`config.mk`:
```
export PLATFORM = sky130hd
export DESIGN_NAME = serial_bus_logic
export DESIGN_NICKNAME = d
export VERILOG_FILES = /design/src/logic/sbi_pkg.sv /design/src/logic/serial_bus_logic.sv /design/src/logic/line_filter.sv
export SDC_FILE = /design/constraint.sdc
export NUM_CORES = 1
export LEC_CHECK = 0
export BUFFER_PORTS_ARGS = -buffer_cell sky130_fd_sc_hd__buf_2
export CELL_PAD_IN_SITES_DETAIL_PLACEMENT = 2
export CELL_PAD_IN_SITES_GLOBAL_PLACEMENT = 2
export CORE_UTILIZATION = 35
export DETAILED_ROUTE_END_ITERATION = 7
export PLACE_DENSITY = 0.77
export SLEW_MARGIN = 30
export SYNTH_ARGS = -nofsm -noshare
export SYNTH_HDL_FRONTEND = slang
export SYNTH_SLANG_ARGS = --single-unit
export TNS_END_PERCENT = 50
```
`constraint.sdc`:
```
create_clock -name clk_sys -period 3.2 [get_ports clk_sys]
set_clock_uncertainty 0.1 [all_clocks]
set_input_delay 0.64 -clock clk_sys [delete_from_list [all_inputs] [get_ports clk_sys]]
set_output_delay 0.64 -clock clk_sys [all_outputs]
set_load 0.1 [all_outputs]
```
`src/logic/sbi_pkg.sv`:
```
// Constants, timing counts and state type of the two-wire control slave.
package sbi_pkg;

	// -----------------------------------------------------------------
	// Clock and line timing
	// -----------------------------------------------------------------
	localparam int unsigned CLK_PERIOD_NS = 8;
	localparam int unsigned MAX_BIT_RATE  = 400000;
	localparam int unsigned FILTER_NS     = 50;
	// Least time rounds up to whole cycles.
	localparam int unsigned FILTER_CYC    = (FILTER_NS + CLK_PERIOD_NS - 1) / CLK_PERIOD_NS;

	// -----------------------------------------------------------------
	// Bus addresses and reset values
	// -----------------------------------------------------------------
	localparam logic [6:0]  STRAP0_ADDR     = 7'h2C;
	localparam logic [6:0]  STRAP1_ADDR     = 7'h2D;
	localparam logic [6:0]  STRAP2_ADDR     = 7'h36;
	localparam logic [6:0]  STRAP_RSVD_ADDR = 7'h7F;
	localparam logic [6:0]  BCAST_ADDR      = 7'h00;
	localparam logic [6:0]  DEV_ADDR_RESET  = 7'h7F;
	localparam logic [15:0] PTR_RESET       = 16'h0000;
	localparam logic [3:0]  BYTE_BITS       = 4'h8;
	localparam logic        LINE_IDLE       = 1'b1;

	// -----------------------------------------------------------------
	// Transfer phases
	// -----------------------------------------------------------------
	typedef enum logic [3:0] {
		ST_IDLE, ST_DEV, ST_DEV_ACK, ST_PTR_HI, ST_HI_ACK, ST_PTR_LO,
		ST_LO_ACK, ST_WDATA, ST_WR_ACK, ST_RDATA, ST_RD_ACK
	} phase_t;

endpackage

```
`src/logic/serial_bus_logic.sv`:
```
// Two-wire control slave: bus framing, address match and register pointer.
`timescale 1ns/1ps
module serial_bus_logic (
	input  wire logic        clk_sys,
	input  wire logic        rst,
	input  wire logic [1:0]  addr_strap,
	input  wire logic        dev_addr_load,
	input  wire logic [6:0]  dev_addr_new,
	input  wire logic        ctrl_bus_clk_line,
	input  wire logic        ctrl_bus_data_line_in,
	output logic             ctrl_bus_data_line_out,
	output logic             ctrl_bus_data_line_oe,
	output logic [15:0]      reg_addr,
	output logic             reg_wr_en,
	output logic [7:0]       reg_wr_data,
	output logic             reg_rd_en,
	input  wire logic [7:0]  reg_rd_data,
	output logic             bus_active
);

	// -----------------------------------------------------------------
	// Declarations
	// -----------------------------------------------------------------
	sbi_pkg::phase_t state_q;
	sbi_pkg::phase_t state_d;
	logic            scl_f;
	logic            sda_f;
	logic            scl_p_q;
	logic            sda_p_q;
	logic            sda_low_q;
	logic            sda_low_d;
	logic [3:0]      bit_cnt_q;
	logic [7:0]      shift_q;
	logic [7:0]      tx_q;
	logic [7:0]      rd_buf_q;
	logic [7:0]      wr_data_q;
	logic [15:0]     ptr_q;
	logic [6:0]      dev_addr_q;
	logic            strap_done_q;
	logic            rw_q;
	logic            mack_q;
	logic            wr_en_q;
	logic            rd_req_q;
	logic            rd_take_q;
	logic            rd_step_q;

	// Strap decode; the reserved code answers at an unused address.
	function automatic logic [6:0] strap_map(input logic [1:0] s);
		unique case (s)
			2'h0:    strap_map = sbi_pkg::STRAP0_ADDR;
			2'h1:    strap_map = sbi_pkg::STRAP1_ADDR;
			2'h2:    strap_map = sbi_pkg::STRAP2_ADDR;
			default: strap_map = sbi_pkg::STRAP_RSVD_ADDR;
		endcase
	endfunction

	// -----------------------------------------------------------------
	// Line conditioning
	// -----------------------------------------------------------------
	// filtered bus lines
	line_filter u_scl_filter (
		.clk_sys (clk_sys),
		.rst     (rst),
		.line_in (ctrl_bus_clk_line),
		.line_q  (scl_f)
	);

	line_filter u_sda_filter (
		.clk_sys (clk_sys),
		.rst     (rst),
		.line_in (ctrl_bus_data_line_in),
		.line_q  (sda_f)
	);

	always_ff @(posedge clk_sys) begin
		if (rst) begin
			scl_p_q <= sbi_pkg::LINE_IDLE;
			sda_p_q <= sbi_pkg::LINE_IDLE;
		end else begin
			scl_p_q <= scl_f;
			sda_p_q <= sda_f;
		end
	end

	// -----------------------------------------------------------------
	// Bus events and decodes
	// -----------------------------------------------------------------
	// Both lines pass through the same filter, so their relative order is
	// preserved and a data change inside a clock high phase is seen as such.
	wire scl_rise  = scl_f & ~scl_p_q;
	wire scl_fall  = ~scl_f & scl_p_q;
	wire start_det = scl_f & scl_p_q & sda_p_q & ~sda_f;
	wire stop_det  = scl_f & scl_p_q & ~sda_p_q & sda_f;
	wire byte_end  = scl_fall & (bit_cnt_q == sbi_pkg::BYTE_BITS);
	wire addr_hit  = (shift_q[7:1] == dev_addr_q) | (shift_q[7:1] == sbi_pkg::BCAST_ADDR);
	wire in_dev    = (state_q == sbi_pkg::ST_DEV);
	wire in_rdack  = (state_q == sbi_pkg::ST_RD_ACK);
	wire in_wrack  = (state_q == sbi_pkg::ST_WR_ACK);
	wire in_byte   = in_dev | (state_q == sbi_pkg::ST_PTR_HI) | (state_q == sbi_pkg::ST_PTR_LO)
		| (state_q == sbi_pkg::ST_WDATA) | (state_q == sbi_pkg::ST_RDATA);
	// step at the rising clock that opens the acknowledge bit
	wire ptr_step  = scl_rise & (in_wrack | in_rdack);
	// read request with least bit set
	wire dev_read  = byte_end & in_dev & addr_hit & shift_q[0];

	assign ctrl_bus_data_line_out = 1'b0;
	assign ctrl_bus_data_line_oe  = sda_low_q;
	assign reg_addr               = ptr_q;
	assign reg_wr_en              = wr_en_q;
	assign reg_wr_data            = wr_data_q;
	assign reg_rd_en              = rd_req_q;
	assign bus_active             = (state_q != sbi_pkg::ST_IDLE);

	// -----------------------------------------------------------------
	// Phase sequencing and data line drive
	// -----------------------------------------------------------------
	// Drive is taken only on a falling clock and dropped there or at START and STOP, so the slave itself never
	// starts pulling the data line low while the clock is high.
	always_comb begin
		state_d   = state_q;
		sda_low_d = sda_low_q;
		if (start_det) begin
			state_d   = sbi_pkg::ST_DEV;
			sda_low_d = 1'b0;
		end else if (stop_det) begin
			state_d   = sbi_pkg::ST_IDLE;
			sda_low_d = 1'b0;
		end else if (scl_fall) begin
			unique case (state_q)
				sbi_pkg::ST_IDLE: begin
				end
				sbi_pkg::ST_DEV: begin
					if (byte_end) begin
						state_d   = addr_hit ? sbi_pkg::ST_DEV_ACK : sbi_pkg::ST_IDLE;
						sda_low_d = addr_hit;
					end
				end
				sbi_pkg::ST_PTR_HI: begin
					if (byte_end) begin
						state_d   = sbi_pkg::ST_HI_ACK;
						sda_low_d = 1'b1;
					end
				end
				sbi_pkg::ST_PTR_LO: begin
					if (byte_end) begin
						state_d   = sbi_pkg::ST_LO_ACK;
						sda_low_d = 1'b1;
					end
				end
				sbi_pkg::ST_WDATA: begin
					if (byte_end) begin
						state_d   = sbi_pkg::ST_WR_ACK;
						sda_low_d = 1'b1;
					end
				end
				sbi_pkg::ST_DEV_ACK: begin
					// read starts with the buffered register
					state_d   = rw_q ? sbi_pkg::ST_RDATA : sbi_pkg::ST_PTR_HI;
					sda_low_d = rw_q & ~rd_buf_q[7];
				end
				sbi_pkg::ST_HI_ACK: begin
					state_d   = sbi_pkg::ST_PTR_LO;
					sda_low_d = 1'b0;
				end
				sbi_pkg::ST_LO_ACK: begin
					state_d   = sbi_pkg::ST_WDATA;
					sda_low_d = 1'b0;
				end
				sbi_pkg::ST_WR_ACK: begin
					state_d   = sbi_pkg::ST_WDATA;
					sda_low_d = 1'b0;
				end
				sbi_pkg::ST_RDATA: begin
					if (byte_end) begin
						state_d   = sbi_pkg::ST_RD_ACK;
						sda_low_d = 1'b0;
					end else begin
						sda_low_d = ~tx_q[6];
					end
				end
				sbi_pkg::ST_RD_ACK: begin
					state_d   = mack_q ? sbi_pkg::ST_RDATA : sbi_pkg::ST_IDLE;
					sda_low_d = mack_q & ~rd_buf_q[7];
				end
			endcase
		end
	end

	always_ff @(posedge clk_sys) begin
		if (rst) begin
			state_q   <= sbi_pkg::ST_IDLE;
			sda_low_q <= 1'b0;
		end else begin
			state_q   <= state_d;
			sda_low_q <= sda_low_d;
		end
	end

	// -----------------------------------------------------------------
	// Bit counter and shifters
	// -----------------------------------------------------------------
	// MSB first in both directions
	always_ff @(posedge clk_sys) begin
		if (rst | start_det | byte_end) begin
			bit_cnt_q <= 4'h0;
		end else if (scl_rise & in_byte) begin
			bit_cnt_q <= bit_cnt_q + 4'h1;
		end
	end

	always_ff @(posedge clk_sys) begin
		if (rst) begin
			shift_q <= 8'h00;
		end else if (scl_rise & in_byte) begin
			shift_q <= {shift_q[6:0], sda_f};
		end
	end

	always_ff @(posedge clk_sys) begin
		if (rst) begin
			tx_q <= 8'h00;
		end else if (state_d == sbi_pkg::ST_RDATA && state_q != sbi_pkg::ST_RDATA) begin
			tx_q <= rd_buf_q;
		end else if (scl_fall & (state_q == sbi_pkg::ST_RDATA)) begin
			tx_q <= {tx_q[6:0], 1'b0};
		end
	end

	always_ff @(posedge clk_sys) begin
		if (rst) begin
			rw_q   <= 1'b0;
			mack_q <= 1'b0;
		end else begin
			if (byte_end & in_dev) begin
				rw_q <= shift_q[0];
			end
			if (scl_rise & in_rdack) begin
				mack_q <= ~sda_f;
			end
		end
	end

	// -----------------------------------------------------------------
	// Register pointer
	// -----------------------------------------------------------------
	// START never touches the pointer, so it survives a restart.
	// Only rst clears it; nothing else disturbs it while idle.
	always_ff @(posedge clk_sys) begin
		if (rst) begin
			ptr_q <= sbi_pkg::PTR_RESET;
		end else if (byte_end & (state_q == sbi_pkg::ST_PTR_HI)) begin
			ptr_q[15:8] <= shift_q;
		end else if (byte_end & (state_q == sbi_pkg::ST_PTR_LO)) begin
			ptr_q[7:0] <= shift_q;
		end else if (ptr_step) begin
			ptr_q <= ptr_q + 16'h0001;
		end
	end

	// -----------------------------------------------------------------
	// Register side strobes
	// -----------------------------------------------------------------
	// The write lands before the pointer steps at the next rising clock.
	// A read is fetched at the read address byte, then only after a master acknowledge, so no register is read
	// ahead when the master ends the transfer.
	always_ff @(posedge clk_sys) begin
		if (rst) begin
			wr_en_q   <= 1'b0;
			wr_data_q <= 8'h00;
			rd_step_q <= 1'b0;
			rd_req_q  <= 1'b0;
			rd_take_q <= 1'b0;
			rd_buf_q  <= 8'h00;
		end else begin
			wr_en_q   <= byte_end & (state_q == sbi_pkg::ST_WDATA);
			wr_data_q <= byte_end ? shift_q : wr_data_q;
			rd_step_q <= scl_rise & in_rdack & ~sda_f;
			rd_req_q  <= dev_read | rd_step_q;
			rd_take_q <= rd_req_q;
			rd_buf_q  <= rd_take_q ? reg_rd_data : rd_buf_q;
		end
	end

	// -----------------------------------------------------------------
	// Bus address
	// -----------------------------------------------------------------
	// Straps are sampled once, in the first cycle after reset release, unless dev_addr_load is high in that cycle.
	always_ff @(posedge clk_sys) begin
		if (rst) begin
			strap_done_q <= 1'b0;
			dev_addr_q   <= sbi_pkg::DEV_ADDR_RESET;
		end else if (dev_addr_load) begin
			strap_done_q <= 1'b1;
			dev_addr_q   <= dev_addr_new;
		end else if (!strap_done_q) begin
			strap_done_q <= 1'b1;
			dev_addr_q   <= strap_map(addr_strap);
		end
	end
endmodule

```
`src/logic/line_filter.sv`:
```
// Synchroniser and glitch filter for one bus line.
`timescale 1ns/1ps
module line_filter #(
	parameter int unsigned STABLE_CYC = sbi_pkg::FILTER_CYC
) (
	input  wire logic clk_sys,
	input  wire logic rst,
	input  wire logic line_in,
	output logic      line_q
);

	localparam int unsigned CW = $clog2(STABLE_CYC + 1);

	logic          meta_q;
	logic          sync_q;
	logic [CW-1:0] cnt_q;

	// -----------------------------------------------------------------
	// Two-stage synchroniser; the first stage feeds only the second.
	// -----------------------------------------------------------------
	always_ff @(posedge clk_sys) begin
		if (rst) begin
			meta_q <= sbi_pkg::LINE_IDLE;
			sync_q <= sbi_pkg::LINE_IDLE;
		end else begin
			meta_q <= line_in;
			sync_q <= meta_q;
		end
	end

	// A new level is accepted only after it held for STABLE_CYC cycles,
	// which drops spikes yet stays far below the shortest clock phase.
	always_ff @(posedge clk_sys) begin
		if (rst) begin
			cnt_q  <= '0;
			line_q <= sbi_pkg::LINE_IDLE;
		end else if (sync_q == line_q) begin
			cnt_q <= '0;
		end else if (cnt_q == CW'(STABLE_CYC - 1)) begin
			cnt_q  <= '0;
			line_q <= sync_q;
		end else begin
			cnt_q <= cnt_q + CW'(1);
		end
	end

endmodule

```
[Word level (Yosys, flattened, before mapping)]
Index checks and enable logic that the tools add are counted.
Word-level totals
  output and inout port bits: 29
  logic and storage cells: 139
  bits in registers: 84
  input bits: 22
Operators by class
  add/subtract/negate cells: 4
  mux-type cells: 26
  bitwise logic cells: 39
  reductions and logical operators: 19
  eq/ne operators: 24
Operator list (count)
  4-bit two-way mux: 10
  4-bit case mux with 9 select lines: 1
  7-bit two-way mux: 4
  8-bit two-way mux: 3
  1-bit AND: 21
  7-bit case mux with 3 select lines: 1
  4-bit equality test (second input constant): 5
  16-bit by 1-bit adder with 16-bit output (second input constant): 1
  4-bit by 3-bit equality test with 1-bit output (second input constant): 4
  16-bit two-way mux: 1
  3-bit OR reduction: 5
  1-bit inverter: 9
  1-bit OR: 9
  4-bit by 2-bit equality test with 1-bit output (second input constant): 2
  2-bit AND reduction: 4
  7-bit equality test: 1
  7-bit zero test: 1
  3-bit by 1-bit adder with 3-bit output (second input constant): 2
  3-bit equality test (second input constant): 2
  2-bit != test (second input constant): 3
  1-bit case mux with 6 select lines: 1
  2-bit nonzero test: 3
  6-bit nonzero test: 1
  4-bit by 1-bit adder with 4-bit output (second input constant): 1
  13 further kinds: 17

[Depth between registers and ports, before layout]
  depth in word-level cells: 11
  gate-level depth with buffers: 11
  gate-level depth less buffers: 8

[Modules after synthesis]
From an unflattened synthesis, not the netlist that was laid out.
Second synthesis, totals
  cells, all modules: 449
  area total of the unflattened synthesis: 4001.3 µm²
Modules (own cells, without submodules)
  serial_bus_logic: sequential area each 1441.4 µm², area an instance 3530.9 µm², times used 1, cells an instance 411
  line_filter: sequential area each 120.1 µm², area an instance 235.2 µm², times used 2, cells an instance 19

[Worst setup path after synthesis]
No wires, ideal clock.
  path type: register to register
  start: register ptr_q[0] (netlist: reg_addr[0])
  end: register ptr_q[12] (netlist: reg_addr[12])
  arrival: 2.378 ns
  buffers on the path: 0
  cell stages (with the launch flop): 8
  setup time: 0.086 ns
  required time: 3.014 ns
  setup slack: 0.636 ns
  period minus slack after synthesis: 2.564 ns
  cell sequence: dfxtp_1 ha_1 inv_1 nor4_2 and2_1 nand3_1 xor2_1 a211oi_1
On the way
  longest elaborated chain between the ends: 4
Ends and longest elaborated chain
  start: declaration: line serial_bus_logic.sv:37  | logic [15:0] ptr_q;
  start signal: assignment: line serial_bus_logic.sv:250  | ptr_q <= sbi_pkg::PTR_RESET;
  start signal: assignment: line serial_bus_logic.sv:254  | ptr_q[7:0] <= shift_q;
  start signal: assignment: line serial_bus_logic.sv:256  | ptr_q <= ptr_q + 16'h0001;
  16-bit by 1-bit adder with 16-bit output: line serial_bus_logic.sv:256
  16-bit two-way mux: line serial_bus_logic.sv:255  | end else if (ptr_step) begin
  8-bit two-way mux: line serial_bus_logic.sv:253  | end else if (byte_end & (state_q == sbi_pkg::ST_PTR_LO)) begin
  8-bit two-way mux: line serial_bus_logic.sv:251  | end else if (byte_end & (state_q == sbi_pkg::ST_PTR_HI)) begin
No other way between the ends. The select of a mux whose other input is x is not followed.
A chain may end at the register's enable or synchronous reset.

[Final worst setup path]
  start: register state_q[1]
  end: register tx_q[4]
On the way
  longest elaborated chain between the ends: 9
  elaborated cells between the ends (all ways): 26
  those cells by class: eq/ne (12); mux (10); bitwise (1); reduce/logical (3)
Ends and longest elaborated chain
  start: declaration: line serial_bus_logic.sv:24  | sbi_pkg::phase_t state_q;
  start signal: assignment: line serial_bus_logic.sv:191  | state_q <= sbi_pkg::ST_IDLE;
  start signal: assignment: line serial_bus_logic.sv:194  | state_q <= state_d;
  4-bit equality test / 4-bit by 3-bit equality test with 1-bit output (equally long branches): line serial_bus_logic.sv:129  | unique case (state_q)
  2-bit OR reduction (no line)
  4-bit case mux with 9 select lines: line serial_bus_logic.sv:129
  4-bit two-way mux: line serial_bus_logic.sv:128  | end else if (scl_fall) begin
  4-bit two-way mux: line serial_bus_logic.sv:125  | end else if (stop_det) begin
  4-bit two-way mux: line serial_bus_logic.sv:122  | if (start_det) begin
  4-bit equality test: line serial_bus_logic.sv:222  | end else if (state_d == sbi_pkg::ST_RDATA && state_q != sbi_pkg::ST_RDATA) begin
  1-bit logical AND: line serial_bus_logic.sv:222
  7-bit two-way mux / 2-bit nonzero test (equally long branches)
  end signal: assignment: line serial_bus_logic.sv:223  | tx_q <= rd_buf_q;
  end signal: assignment: line serial_bus_logic.sv:225  | tx_q <= {tx_q[6:0], 1'b0};
  end: declaration: line serial_bus_logic.sv:34  | logic [7:0] tx_q;
Parallel ways exist; a longest one is shown, timed or not.

==> results.py <==
metrics = {
    "placement": {
        "gp_congestion": 0.925,
        "placedCellCount": 619,
        "hpwlAfterDp_mm": 8.24,
        "port_buffers": 49,
    },
    "critical_path": {
        "worstPathArrival_ps": 3060,
        "r2r-start": "state_q[1]",
        "r2r_setup_slack_ps": 300,
        "critPathRequiredTime_ps": 3360,
        "crit_chain": "and4b_1, nand2_1, o211a_1, or4_1, or3_1, a211oi_2",
        "cp_slowest_cell": "dfxtp_1",
        "critPathMaxFanout": 13,
        "slowest_delay_ps": 640,
        "critPathCaptureType": "flip-flop",
        "cp_num_buf_inv": 0,
        "path_class": "reg2reg",
        "cp-start-kind": "flip-flop",
        "reg2reg_to": "tx_q[4]",
        "crit_family": "simple AND/OR/NAND/NOR gates",
        "ff2ff_path_depth": 6,
    },
    "detailed_routing": {
        "firstDrtPassIters": 5,
        "ant_nets": 0,
        "routed_wl_mm": 11.6,
        "drt-vias-per-instance": 5.39,
        "drt_drc_violations_left": 0,
        "wl_per_cell_um": 18.3,
        "drt_iter0_markers": 85,
        "vias": 3417,
    },
    "timing": {
        "tightestPinTransition_ps": 772,
        "period_share_pct": 90.7,
        "rsz0062_at_grt": "false",
        "fin_crit_ps": 2900,
        "fmax_ghz": 0.345,
        "drv_slew": 0,
        "fin_setup_tns_ps": 0,
        "maxSlewHeadroom_pct": 48.3,
        "setup_viol": 0,
        "hold_violations": 0,
    },
    "clocking": {
        "clockRootBuffer": "clkbuf_16",
        "numCtsBuffers": 9,
        "cts_setup_buffers": 0,
        "cts_tree": "done",
        "htree_levels": 3,
        "path_clk_slew_ps": 60,
        "clk_latency_ps": 350,
        "cts_buffer_depth": 2,
        "clock_sinks": 84,
        "cts_resized": 0,
        "hold_buffers": 0,
    },
    "finish": {
        "nets": 519,
        "area_growth_pct": 14.9,
        "diodes": 0,
        "drive_above_1_share_pct": 19.0,
        "final-instance-count-excl-fill": 634,
    },
    "logic_synthesis": {
        "synthTopCellsByArea": "dfxtp_1, mux2i_1, nor2_1, nand2_1, a211oi_1",
        "synthesis.instances": 457,
        "yosys-top-cells-count": "dfxtp_1, nor2_1, nand2_1, mux2i_1, clkbuf_1",
        "synth_edf_count": 0,
        "synth.largest_area_cell": "dfxtp_1",
        "seq_area_frac_synth_pct": 42.0,
        "synth.distinct_cells": 58,
        "ys_warn_count": 0,
        "async_flop_share_pct": 0,
        "synth_top_area_share_pct": 42.0,
        "synth-seq-cells": 84,
        "syn_avg_cell_area_um2": 8.75,
        "syn_nets": 486,
        "yosysMostFrequentCell": "dfxtp_1",
        "synth_ff_type": "dfxtp_1",
        "syn-cell-area_um2": 4000,
    },
    "pwr": {
        "p_leak_nw": 1.76,
        "seq_power_share_pct": 50.2,
        "p_int_mw": 1.64,
        "ir_drop_uv": 205,
        "p_sw_share_pct": 22.6,
        "p_per_area_nw_per_um2": 461,
        "pwr-share-comb_pct": 3.0,
        "p_switching_uw": 479,
        "p_clk_share_pct": 46.9,
    },
    "die": {
        "chipWidth_um": 109,
        "start_util_pct": 36.4,
        "die_area_um2": 11900,
        "die_h_um": 109,
        "core_area_um2": 11000,
        "ios": 51,
        "num_rows": 38,
    },
    "global_routing": {
        "grt_pass1_wl_mm": 19.0,
        "grt_usage_pct": 21.1,
        "gr-total-overflow": 0,
        "grt_pass1_vias": 3614,
        "antenna_found_initial": 0,
        "grt_max_degree": 63,
    },
    "worst_hold_path": {
        "whs_endpoint": "u_sda_filter.sync_q",
        "hp-class": "reg2reg",
        "worstHoldStart": "u_sda_filter.meta_q",
        "min_delay_path_depth": 1,
    },
    "run": {
        "drv_cap": 0,
    },
    "status": {
        "status": "finished clean",
    },
}
layout by cell type (no fill, tap or decap), types with 2 or more instances in the layout:
master      synthesis  routed
nor2b_1             6       6
or2_2               6       6
o211a_1             3       3
clkbuf_16           0       9
ha_1                7       7
and3_1              6       6
nor3b_1             4       4
dfxtp_1            84      84
clkinvlp_4          0       2
clkinv_2            0       2
and4_1              2       2
nand4_1             2       2
nor3_1              5       5
clkbuf_8            0       2
a31oi_1             3       3
buf_4               5       9
xor2_1             11      11
nor2_1             57      57
nand3b_1            4       4
xnor2_1            14      14
nand2_1            48      48
and4b_1             2       2
nand3_1            18      18
a211oi_1           17      17
o21ai_0            15      15
a21oi_1            19      19
mux2i_1            29      29
nand2b_1            4       4
nor4_1              8       8
o211ai_1            4       4
buf_2               5      49
a211oi_2            6       6
and2_1              3       3
inv_1              10      10
area by class of cell:
class | instances | area, µm²
Clock buffer | 11 | 253
Clock inverter | 4 | 25.0
Fill cell | 1234 | 6390
Inverter | 11 | 41.3
Multi-Input combinational cell | 326 | 2110
Sequential cell | 84 | 1680
Tap cell | 140 | 175
Timing Repair Buffer | 58 | 313
stage by stage:
| stage | power (mW) | util, % | hold slack [ps] | setup slack (ps) | instance area [µm²] |
|---|---|---|---|---|---|
| after CTS | 2.14 | 41.9 | 317 | 295 | 4600 |
| after floorplan | 1.13 | - | 289 | 636 | 4000 |
| after detailed placement | 1.15 | 39.3 | 303 | 331 | 4320 |
| final | 2.12 | 41.9 | 313 | 298 | 4600 |
| after global routing | 2.19 | 41.9 | 340 | 179 | 4600 |
| after global placement | 1.15 | 39.3 | 293 | 441 | 4320 |
kinds of logic (layout without fill, tap and decap cells):
logic type	count (synthesis)	after routing	share of synthesized area (%)
fa+ha+maj	7	7	2.19
buf+inv	47	84	5.25
simple gates	185	185	23.0
compound gates	78	78	14.4
flops	84	84	42.0
xor+xnor	25	25	5.47
mux	30	30	7.54
other cells	1	1	0.0937
state kept, by name, indices dropped and copies added, names as in the netlist, 3 cells and up:
register and cells:
reg_addr 16, rd_buf_q 8, reg_wr_data 8, shift_q 8, dev_addr_q 7, tx_q 7, bit_cnt_q 4, state_q 4
u_scl_filter.cnt_q 3, u_sda_filter.cnt_q 3
worst max path at each step:
| stage | endpoint | startpoint | depth (start not counted) | slack, ps |
|---|---|---|---|---|
| finish | tx_q[4] | state_q[1] | 6 | 300 |
| global route | tx_q[5] | state_q[3] | 6 | 180 |
| CTS | tx_q[4] | state_q[1] | 6 | 300 |
| detailed placement | tx_q[4] | state_q[1] | 6 | 330 |
| global placement | tx_q[4] | state_q[1] | 6 | 440 |
| floorplan | reg_addr[12] | reg_addr[0] | 7 | 640 |
power by group through the flow:
stage               clock network, mW  registers, mW  logic (mW)
floorplan                           0           1.08      0.0426
global placement                    0           1.09      0.0615
detailed placement                  0           1.09      0.0642
CTS                              1.02           1.06      0.0647
global route                     1.06           1.06      0.0709
finish                          0.993           1.06      0.0628
metal layers:
layer | global-route usage [%] | routed length, µm | vias up
li1 | - | - | 1652
met1 | 27.3 | 5560 | 1708
met2 | 35.2 | 5630 | 47
met3 | 4.12 | 305 | 10
met4 | 6.08 | 130 | 0
met5 | 0 | 0 | -
(Power assumes the default switching activity.)
